===== config.mk =====
export PLATFORM = sky130hd
export DESIGN_NAME = sdg_step_dir_gen
export DESIGN_NICKNAME = d
export VERILOG_FILES = /design/src/hdl/sdg_pkg.sv /design/src/hdl/sdg_step_dir_gen.sv
export SDC_FILE = /design/constraint.sdc
export NUM_CORES = 2
export LEC_CHECK = 0
export ABC_AREA = 1
export ABC_CLOCK_PERIOD_IN_PS = 9500
export BUFFER_PORTS_ARGS = -buffer_cell sky130_fd_sc_hd__buf_2
export CAP_MARGIN = 20
export CORE_MARGIN = 2
export CORE_UTILIZATION = 65
export DETAILED_ROUTE_END_ITERATION = 16
export PLACE_DENSITY = 0.92
export SYNTH_ARGS = -nofsm -noshare
export SYNTH_HDL_FRONTEND = slang
export SYNTH_SLANG_ARGS = --single-unit
export TNS_END_PERCENT = 100

===== constraint.sdc =====
create_clock -name clk_in -period 9.5 [get_ports clk_in]
set_clock_uncertainty 0.15 [all_clocks]
set_input_delay 1.425 -clock clk_in [delete_from_list [all_inputs] [get_ports clk_in]]
set_output_delay 1.425 -clock clk_in [all_outputs]
set_load 0.01 [all_outputs]

===== src/hdl/sdg_pkg.sv =====
// Constants and carrier types for the three-channel step/direction generator.
// Assumes a single 40 MHz clock and the numbered register port of the device.
package sdg_pkg;

    // Register numbers as printed, used directly as the register index
    localparam logic [5:0] REG_RATE_BASE = 6'h12;
    localparam logic [5:0] REG_COUNT_BASE = 6'h15;
    localparam logic [5:0] REG_BUDGET_BASE = 6'h18;
    localparam logic [5:0] REG_COMPARE_BASE = 6'h1B;
    localparam logic [5:0] REG_NEXT_RATE_BASE = 6'h1E;
    localparam logic [5:0] REG_PULSE_WIDTH = 6'h21;
    localparam logic [5:0] REG_DIR_DELAY = 6'h22;
    localparam logic [5:0] REG_CONFIG = 6'h23;

    // Configuration field positions within one channel's byte
    localparam int CFG_CH_STRIDE = 8;
    localparam int CFG_ENABLE = 0;
    localparam int CFG_CONTINUOUS = 1;
    localparam int CFG_STEP_POL = 2;
    localparam int CFG_DIR_POL = 3;
    localparam int CFG_COUNT_CLEAR = 4;
    localparam int CFG_RELOAD_EN = 6;
    localparam int CFG_WIDTH = 24;

    // Shared 48-bit registers hold one 16-bit field per channel
    localparam int FIELD_WIDTH = 16;

    // Reset values
    localparam logic [31:0] RESET_WORD = 32'h0000_0000;
    localparam logic [15:0] RESET_FIELD = 16'h0000;
    localparam logic [23:0] RESET_CONFIG = 24'h00_0000;

    // Timing: pulse and delay fields count cycles of a 25 MHz base rate
    localparam logic [15:0] CLK_KHZ = 16'(40000);
    localparam logic [15:0] BASE_KHZ = 16'(25000);

    typedef struct packed {
        logic wr;
        logic rd;
        logic [5:0] idx;
        logic [47:0] data;
    } sdg_reg_req_s;

    typedef struct packed {
        logic [2:0] step;
        logic [2:0] step_inv;
        logic [2:0] dir;
        logic [2:0] dir_inv;
    } sdg_pins_s;

endpackage : sdg_pkg


===== src/hdl/sdg_step_dir_gen.sv =====
// Three-channel step and direction pulse generator with its register file.
// Assumes register accesses arrive as one-cycle strobes on the same clock.
//
// Behaviour
// - Each channel holds a 32-bit pulse budget and, outside continuous mode, emits no step while it is zero.
// - A budget written at any time replaces the running count at once.
// - Reading the budget returns the pulses still to be made, one less per pulse.
// - The budget is a travel distance in steps, kept apart for each channel.
// - Each channel compares a signed 32-bit value with its signed step count.
// - On equality with reload enabled, the next rate is loaded as active rate.
// - Each channel has a 32-bit next-rate register copied on its compare event.
// - Step pulse width is a 16-bit count of 25 MHz cycles per channel field.
// - Direction-to-step delay is a 16-bit count of 25 MHz cycles per channel.
// - After a direction change the first step waits for the programmed delay.
// - The rate sign sets the direction outputs and its magnitude the interval.
// - A signed 32-bit step count moves by one per step in the current direction.
// - A mode bit selects budget-limited pulses or continuous pulses.
// - Compare reload is enabled by config bits 6, 14 and 22 per channel.
`timescale 1ns/100ps
module sdg_step_dir_gen
(
    input wire logic clk_in,
    input wire logic rst_b_in,
    input wire sdg_pkg::sdg_reg_req_s reg_req_in,
    output logic [47:0] reg_rdata_out,
    output sdg_pkg::sdg_pins_s pins_out
);

    // Register index falls in a three-entry channel group
    function automatic logic group_hit(input logic [5:0] idx,
                                       input logic [5:0] base,
                                       input int ch);
        group_hit = (idx == 6'(base + 6'(ch)));
    endfunction : group_hit

    // One channel's 16-bit field of a shared 48-bit register
    function automatic logic [15:0] field_of(input logic [47:0] word,
                                             input int ch);
        field_of = word[ch * sdg_pkg::FIELD_WIDTH +: sdg_pkg::FIELD_WIDTH];
    endfunction : field_of

    logic [15:0] base_acc;
    logic [23:0] config_reg;
    logic [47:0] width_reg;
    logic [47:0] delay_reg;
    wire [16:0] base_sum = {1'b0, base_acc} + {1'b0, sdg_pkg::BASE_KHZ};
    wire base_tick = (base_sum >= {1'b0, sdg_pkg::CLK_KHZ});
    wire [15:0] next_base_acc = base_tick ?
        16'(base_sum - {1'b0, sdg_pkg::CLK_KHZ}) : base_sum[15:0];
    wire wr_cfg = reg_req_in.wr && (reg_req_in.idx == sdg_pkg::REG_CONFIG);
    wire wr_width = reg_req_in.wr &&
        (reg_req_in.idx == sdg_pkg::REG_PULSE_WIDTH);
    wire wr_delay = reg_req_in.wr &&
        (reg_req_in.idx == sdg_pkg::REG_DIR_DELAY);
    wire [2:0][31:0] budget_view;
    wire [2:0][31:0] count_view;

    // Fractional divider: a 25 MHz tick from the 40 MHz clock
    always_ff @(posedge clk_in or negedge rst_b_in)
    begin
        if (!rst_b_in)
            base_acc <= 16'h0000;
        else
            base_acc <= next_base_acc;
    end

    // Shared configuration and timing registers
    always_ff @(posedge clk_in or negedge rst_b_in)
    begin
        if (!rst_b_in)
        begin
            config_reg <= sdg_pkg::RESET_CONFIG;
            width_reg <= {3{sdg_pkg::RESET_FIELD}};
            delay_reg <= {3{sdg_pkg::RESET_FIELD}};
        end
        else
        begin
            if (wr_cfg)
                config_reg <= reg_req_in.data[sdg_pkg::CFG_WIDTH-1:0];
            if (wr_width)
                width_reg <= reg_req_in.data;
            if (wr_delay)
                delay_reg <= reg_req_in.data;
        end
    end

    for (genvar c = 0; c < 3; c++)
    begin : g_ch
        localparam int CB = c * sdg_pkg::CFG_CH_STRIDE;
        logic [31:0] rate;
        logic [31:0] next_rate;
        logic [31:0] compare;
        logic [31:0] budget;
        logic [31:0] count;
        logic [31:0] phase;
        logic [15:0] pulse_cnt;
        logic [15:0] delay_cnt;
        logic dir_last;
        logic match_q;
        logic step_q;
        logic dir_q;

        // Register decode for this channel
        wire wr_rate = reg_req_in.wr &&
            group_hit(reg_req_in.idx, sdg_pkg::REG_RATE_BASE, c);
        wire wr_budget = reg_req_in.wr &&
            group_hit(reg_req_in.idx, sdg_pkg::REG_BUDGET_BASE, c);
        wire wr_compare = reg_req_in.wr &&
            group_hit(reg_req_in.idx, sdg_pkg::REG_COMPARE_BASE, c);
        wire wr_next = reg_req_in.wr &&
            group_hit(reg_req_in.idx, sdg_pkg::REG_NEXT_RATE_BASE, c);

        // Configuration bits for this channel
        wire en = config_reg[CB + sdg_pkg::CFG_ENABLE];
        wire continuous = config_reg[CB + sdg_pkg::CFG_CONTINUOUS];
        wire step_pol = config_reg[CB + sdg_pkg::CFG_STEP_POL];
        wire dir_pol = config_reg[CB + sdg_pkg::CFG_DIR_POL];
        wire count_clr = config_reg[CB + sdg_pkg::CFG_COUNT_CLEAR];
        wire reload_en = config_reg[CB + sdg_pkg::CFG_RELOAD_EN];

        // Sign gives direction, magnitude feeds the accumulator
        wire dir_now = rate[31];
        wire [31:0] magnitude = dir_now ? 32'(-rate) : rate;
        wire [32:0] phase_sum = {1'b0, phase} + {1'b0, magnitude};
        wire overflow = base_tick && phase_sum[32];
        wire dir_change = (dir_now != dir_last);
        wire budget_ok = continuous || (budget != 32'h0000_0000);
        // An overflow during a pulse or the direction hold is dropped;
        // software keeps the rate slow enough for this not to matter.
        wire fire = overflow && en && budget_ok && !dir_change &&
            (pulse_cnt == 16'h0000) && (delay_cnt == 16'h0000);
        wire match = (count == compare);
        wire reload = match && !match_q && reload_en;
        wire [31:0] next_count = dir_now ? 32'(count - 32'h1) :
            32'(count + 32'h1);

        // Rate, compare and preload registers
        always_ff @(posedge clk_in or negedge rst_b_in)
        begin
            if (!rst_b_in)
            begin
                rate <= sdg_pkg::RESET_WORD;
                next_rate <= sdg_pkg::RESET_WORD;
                compare <= sdg_pkg::RESET_WORD;
                match_q <= 1'b0;
            end
            else
            begin
                match_q <= match;
                if (wr_rate)
                    rate <= reg_req_in.data[31:0];
                else if (reload)
                    rate <= next_rate;
                if (wr_next)
                    next_rate <= reg_req_in.data[31:0];
                if (wr_compare)
                    compare <= reg_req_in.data[31:0];
            end
        end

        // Budget and position; a software write wins over a pulse
        always_ff @(posedge clk_in or negedge rst_b_in)
        begin
            if (!rst_b_in)
            begin
                budget <= sdg_pkg::RESET_WORD;
                count <= sdg_pkg::RESET_WORD;
            end
            else
            begin
                if (wr_budget)
                    budget <= reg_req_in.data[31:0];
                else if (fire && budget != 32'h0000_0000)
                    budget <= 32'(budget - 32'h1);
                if (count_clr)
                    count <= sdg_pkg::RESET_WORD;
                else if (fire)
                    count <= next_count;
            end
        end

        // Phase accumulator, pulse width and direction hold counters
        always_ff @(posedge clk_in or negedge rst_b_in)
        begin
            if (!rst_b_in)
            begin
                phase <= sdg_pkg::RESET_WORD;
                pulse_cnt <= sdg_pkg::RESET_FIELD;
                delay_cnt <= sdg_pkg::RESET_FIELD;
                dir_last <= 1'b0;
            end
            else
            begin
                dir_last <= dir_now;
                if (!en)
                    phase <= sdg_pkg::RESET_WORD;
                else if (base_tick)
                    phase <= phase_sum[31:0];
                if (fire)
                    pulse_cnt <= field_of(width_reg, c);
                else if (base_tick && pulse_cnt != 16'h0000)
                    pulse_cnt <= 16'(pulse_cnt - 16'h1);
                if (dir_change)
                    delay_cnt <= field_of(delay_reg, c);
                else if (base_tick && delay_cnt != 16'h0000)
                    delay_cnt <= 16'(delay_cnt - 16'h1);
            end
        end

        // Registered pin levels with programmable polarity
        always_ff @(posedge clk_in or negedge rst_b_in)
        begin
            if (!rst_b_in)
            begin
                step_q <= 1'b0;
                dir_q <= 1'b0;
            end
            else
            begin
                step_q <= (pulse_cnt != 16'h0000) ^ step_pol;
                dir_q <= dir_now ^ dir_pol;
            end
        end

        assign pins_out.step[c] = step_q;
        assign pins_out.step_inv[c] = ~step_q;
        assign pins_out.dir[c] = dir_q;
        assign pins_out.dir_inv[c] = ~dir_q;
        assign budget_view[c] = budget;
        assign count_view[c] = count;
    end

    // Read selection; write-only and unmapped registers read as zero
    wire [1:0] rd_ch_count = 2'(reg_req_in.idx - sdg_pkg::REG_COUNT_BASE);
    wire [1:0] rd_ch_budget = 2'(reg_req_in.idx - sdg_pkg::REG_BUDGET_BASE);
    wire rd_is_count = (reg_req_in.idx >= sdg_pkg::REG_COUNT_BASE) &&
        (reg_req_in.idx < sdg_pkg::REG_BUDGET_BASE);
    wire rd_is_budget = (reg_req_in.idx >= sdg_pkg::REG_BUDGET_BASE) &&
        (reg_req_in.idx < sdg_pkg::REG_COMPARE_BASE);
    wire [47:0] rd_mux = rd_is_count ? {16'h0000, count_view[rd_ch_count]} :
        rd_is_budget ? {16'h0000, budget_view[rd_ch_budget]} : 48'h0;

    // Read data is captured on the strobe and held until the next read
    always_ff @(posedge clk_in or negedge rst_b_in)
    begin
        if (!rst_b_in)
            reg_rdata_out <= 48'h0000_0000_0000;
        else if (reg_req_in.rd)
            reg_rdata_out <= rd_mux;
    end

endmodule : sdg_step_dir_gen


* Yosys cells after proc, flatten, opt, wreduce, memory -nomap -nowiden
Cells that the tools add are included.
Word-level totals: bits in writable memories 0, bits in registers 867, memories 0, latch bits 0, output and inout bits 60, ROM bits 0, input port bits 58, logic and storage cells 247
Operators by class: $mul 0, multiplexer cells 49, $add $sub $neg 25, bitwise logic cells 12, order comparisons 7, reductions and logical operators 89, equal/unequal tests 24, divide/modulo/power cells 0, shift operators 0
Operators by type and width (number):
- $mux W32 | 34
- $mux W16 | 13
- $sub A32 B1 Y32 const B | 6
- $bmux W32 S2 | 2
- $add A32 B32 Y33 | 3
- $add A32 B1 Y32 const B | 3
- $eq A32 B32 Y1 | 3
- $logic_not A16 Y1 | 6
- $neg A32 Y32 | 3
- $reduce_bool A16 Y1 | 6
- $reduce_bool A32 Y1 | 3
- $sub A16 B1 Y16 const B | 6
- $eq A6 B5 Y1 const B | 11
- $logic_and A1 B1 Y1 | 50
- $reduce_bool A2 Y1 | 15
- $eq A6 B6 Y1 const B | 4
- $add A16 B15 Y17 const B | 1
- $ge A17 B16 Y1 const B | 1
- $sub A16 B16 Y16 const B | 1
- $ge A6 B5 Y1 const B | 2
- $lt A6 B5 Y1 const B | 2
- $logic_not A1 Y1 | 6
- $lt A2 B3 Y1 const B | 2
- $ne A2 B1 Y1 const B | 3
- 5 further kinds | 20

* Longest topological paths before layout
word-level depth 12, depth in mapped cells 29, gate-level depth less buffers 28

* Worst setup path after synthesis
No wires, ideal clock.
path kind register -> register, start point register g_ch[2].rate[31], end point register g_ch[2].count[17], stages on the path, launching flop included 24, arrival time 3.673 ns, slack 5.611 ns, data required time 9.284 ns, period minus slack after synthesis 3.889 ns, buffers on the path 4, setup time 0.066 ns, cell sequence dfrtp_1 -> clkbuf_1 -> clkbuf_1 -> nand2_1 -> o21ai_0 -> inv_1 -> fa_1 -> inv_1 -> nand2_1 -> nand2_1 -> nand3_1 -> nand2_1 -> nand2_1 -> nand2_1 -> nand2_1 -> nand2_1 -> nand3_1 -> inv_2 -> nand2_2 -> nor2_1 -> buf_4 -> buf_4 -> nand2_1 -> nand2_1
On the way: longest elaborated chain between the ends 10, elaborated cells on any way between the ends 15
RTL lines:
- start, declared | RTL line sdg_step_dir_gen.sv:90 | logic [31:0] rate;
- start signal, assigned | RTL line sdg_step_dir_gen.sv:142 | rate <= sdg_pkg::RESET_WORD;
- start signal, assigned | RTL line sdg_step_dir_gen.sv:151 | rate <= reg_req_in.data[31:0];
- start signal, assigned | RTL line sdg_step_dir_gen.sv:153 | rate <= next_rate;
- $neg A32 Y32 | RTL line sdg_step_dir_gen.sv:123 | wire [31:0] magnitude = dir_now ? 32'(-rate) : rate;
- $mux W32 | RTL line sdg_step_dir_gen.sv:123
- $add A32 B32 Y33 | RTL line sdg_step_dir_gen.sv:124 | wire [32:0] phase_sum = {1'b0, phase} + {1'b0, magnitude};
- $logic_and A1 B1 Y1 | RTL line sdg_step_dir_gen.sv:125 | wire overflow = base_tick && phase_sum[32];
- $logic_and A1 B1 Y1 (4 in series) | RTL line sdg_step_dir_gen.sv:130 | wire fire = overflow && en && budget_ok && !dir_change &&
- $logic_and A1 B1 Y1 | RTL line sdg_step_dir_gen.sv:131 | (pulse_cnt == 16'h0000) && (delay_cnt == 16'h0000);
- $reduce_bool A2 Y1 (no line)
- end signal, assigned | RTL line sdg_step_dir_gen.sv:167 | count <= sdg_pkg::RESET_WORD;
- end signal, assigned | RTL line sdg_step_dir_gen.sv:176 | count <= sdg_pkg::RESET_WORD;
- end signal, assigned | RTL line sdg_step_dir_gen.sv:178 | count <= next_count;
- end, declared | RTL line sdg_step_dir_gen.sv:94 | logic [31:0] count;
Several ways; a longest one is shown, not always the timed one. The select of a mux whose other input is x is not followed. A chain may end at the register's enable or synchronous reset.

* Final worst setup path
start point register g_ch[0].rate[1], end point register g_ch[0].budget[11]
On the way: longest elaborated chain between the ends 11
RTL lines:
- start, declared | RTL line sdg_step_dir_gen.sv:90
- start signal, assigned | RTL line sdg_step_dir_gen.sv:142
- start signal, assigned | RTL line sdg_step_dir_gen.sv:151
- start signal, assigned | RTL line sdg_step_dir_gen.sv:153
- $neg A32 Y32 | RTL line sdg_step_dir_gen.sv:123
- $mux W32 (*) | RTL line sdg_step_dir_gen.sv:123
- $add A32 B32 Y33 (*) | RTL line sdg_step_dir_gen.sv:124
- $logic_and A1 B1 Y1 (*) | RTL line sdg_step_dir_gen.sv:125
- $logic_and A1 B1 Y1 (*) (4 in series) | RTL line sdg_step_dir_gen.sv:130
- $logic_and A1 B1 Y1 (*) | RTL line sdg_step_dir_gen.sv:131
- $logic_and A1 B1 Y1 (*) | RTL line sdg_step_dir_gen.sv:173 | else if (fire && budget != 32'h0000_0000)
- $reduce_bool A2 Y1 (no line) (*)
- end signal, assigned | RTL line sdg_step_dir_gen.sv:166 | budget <= sdg_pkg::RESET_WORD;
- end signal, assigned | RTL line sdg_step_dir_gen.sv:172 | budget <= reg_req_in.data[31:0];
- end signal, assigned | RTL line sdg_step_dir_gen.sv:174 | budget <= 32'(budget - 32'h1);
- end, declared | RTL line sdg_step_dir_gen.sv:93 | logic [31:0] budget;
Mark *: on every way between the ends. The rest lies on a longest branch, timed or not.

==> impl_metrics.ini <==
[layout]
final_cell_mix = nand2_1, o21ai_0, dfrtp_1
layout_commonest_cell = nand2_1
area_growth_pct = 8.38
drive_gt1_share_pct = 5.68
nets = 8031

[logic_synthesis]
ys_ff_latch = 843
synth_cells = 7812
yosysSeqAreaShare_pct = 38.1
yosysWarnings = 0
syn_area_um2 = 55300
syn-mean-instance-area_um2 = 7.08
synthDistinctLibCells = 59

[power]
internal_power_uw = 6990
ir_drop_v = 0.000146
pwr-share-seq_pct = 41.7
swShare_pct = 31.7
p_total_uw = 10200
clockPowerShare_pct = 38.3
p_switching_uw = 3240
combinationalPowerShare_pct = 20.0
p_leak_uw = 0.0306
powerDensity_nw_per_um2 = 171

[global_routing]
grt.overflow.total = 0
grt_max_degree = 170
antenna_found_initial = 17
grt_pass1_vias = 50600
grt_use_total_pct = 39.6
grt_pass1_wl_um = 273000

[cts]
worst_setup_hold_path_clk_slew_ns = 0.06
cts_sinks = 843
clockBufferDepth = 3
cts_tree = done
root_buffer = clkbuf_16
h-tree-depth = 3
cts_resized = 0
cts_setup_buffers = 0
clk_latency_ns = 0.69
numCtsBuffers = 92
postCtsHoldBufs = 0

[sta]
tightest_slew_ns = 1.16
finalHoldViolations = 0
fin_crit_sh_pct = 60.8
slew_violations = 0
finalSetupViolCount = 0
rsz0062_at_grt = false
slew_headroom_pct = 22.4
max_freq_mhz = 173
tns_ns = 0
fin_crit_ns = 5.78
holdWs_ns = 0.297

[floorplan]
row_count = 107
ios = 118
die_w_um = 296
die_h_um = 296
initial_core_util_pct = 65.3
dieArea_um2 = 87500
core_um2 = 84700

[routing]
drtIter0Drc = 6853
detail_route.wl_per_cell_um = 19.5
via_per_inst = 6.04
vias = 54300
drc = 0
ant_nets = 0
wl_um = 175000
first_pass_iters = 9

[worst_setup_path]
crit_family = simple AND/OR/NAND/NOR gates
startpoint_type = flop
crit_fanout = 33
slowest_delay_ns = 0.66
criticalPathCategory = flop to flop
crit_top_cell = nand2_1
crit_slowest_cell = nand3_2
cp.required_ns = 9.96
cp.buffers_inverters = 4
cp.arrival_ns = 6.24
end_kind = flop

[placement]
port_buffers = 101
dpl.hpwl_um = 119000
routabilityCongestion = 1.01

[job]
cap_violations = 0

[outcome]
status = finished, final reports clean

[hold_path]
min_path_type = flop to flop
-- metal layers --
| layer | up-vias | GRT usage, % | wire [um] |
|---|---|---|---|
| met5 | - | 0 | 81 |
| met4 | 12 | 22.8 | 11400 |
| met3 | 666 | 10.3 | 20300 |
| met2 | 2940 | 60.0 | 76200 |
| met1 | 25400 | 51.6 | 67100 |
| li1 | 25300 | - | - |
-- area by class of cell --
type / count / area (um^2)
repair buffers: 169 / 1320
fillers: 6744 / 24800
inverters: 763 / 2870
flip-flops and latches: 843 / 21100
diodes: 9 / 22.5
well taps: 1144 / 1430
multi-input cells: 5890 / 30000
clock buffers: 122 / 2580
clock inverters: 50 / 686
-- metrics by stage --
step,setup WS (ns),cell area [um^2],instances,utilization (%)
2_1_floorplan,5.61,55400,7827,-
3_3_place_gp,3.45,56300,8793,66.5
3_5_place_dp,3.31,56300,8793,66.5
4_1_cts,3.28,59600,8965,70.3
5_1_grt,3.10,60000,8981,70.7
6_report,3.72,60000,8990,70.8
-- power by group through the flow --
stage / Combinational (uW) / Clock, uW / Sequential (uW)
after CTS: 1990 / 3930 / 4250
final: 2040 / 3920 / 4270
after global routing: 2280 / 4090 / 4310
after floorplan: 1430 / 0 / 4240
after detailed placement: 1950 / 0 / 4300
after global placement: 1860 / 0 / 4290
-- Yosys cell counts, drive strengths merged --
cell type / instances / area (um^2)
nand2: 2321 / 8760
o21ai: 998 / 5000
dfrtp: 843 / 21100
inv: 757 / 2840
nor2: 603 / 2310
nand3: 562 / 2850
a21oi: 282 / 1410
xor2: 249 / 2190
clkbuf: 236 / 888
ha: 208 / 2600
xnor2: 167 / 1460
buf: 95 / 629
nor3: 88 / 445
nand4: 79 / 500
or2: 54 / 338
a31oi: 38 / 238
nor4: 33 / 206
a21o: 28 / 210
o21a: 21 / 158
o21bai: 21 / 158
a22oi: 19 / 143
nand3b: 18 / 135
a2bb2oi: 17 / 149
o211ai: 13 / 97.6
o22ai: 9 / 56.3
clkinv: 6 / 25.0
fa: 6 / 120
mux2i: 6 / 60.1
o31ai: 6 / 45.0
and2: 4 / 25.0
and3: 4 / 25.0
a211oi: 3 / 22.5
a21boi: 3 / 22.5
a31o: 3 / 26.3
o211a: 3 / 30.0
a221oi: 2 / 17.5
nor3b: 2 / 15.0
o41ai: 2 / 17.5
conb: 1 / 3.75
o221ai: 1 / 8.76
o31a: 1 / 8.76
-- path summary, 6_finish.rpt --
| kind | slack, ns | endpoint | from | cells after the start |
|---|---|---|---|---|
| max | 3.72 | g_ch[0].budget[11] | g_ch[0].rate[1] | 26 |
| min in group asynchronous | 0.62 | g_ch[1].phase[1] | rst_b_in | 1 |
| max in group asynchronous | 6.53 | g_ch[2].rate[31] | rst_b_in | 3 |
| min | 0.30 | base_acc[3] | base_acc[3] | 1 |
| min reg2reg | 0.30 | base_acc[3] | base_acc[3] | 1 |
| max reg2reg | 3.72 | g_ch[0].budget[11] | g_ch[0].rate[1] | 26 |
-- logic make-up after synthesis --
kind of cell    after synthesis  share of synthesized area (%)
xor+xnor                    416                           6.60
simple gates               3768                           28.2
fa+ha+maj                   214                           4.92
compound gates             1470                           14.1
buf+inv                    1094                           7.92
flops                       843                           38.1
other cells                   1                        0.00678
mux                           6                          0.109
Note: power is estimated with default switching activity, not from simulation.
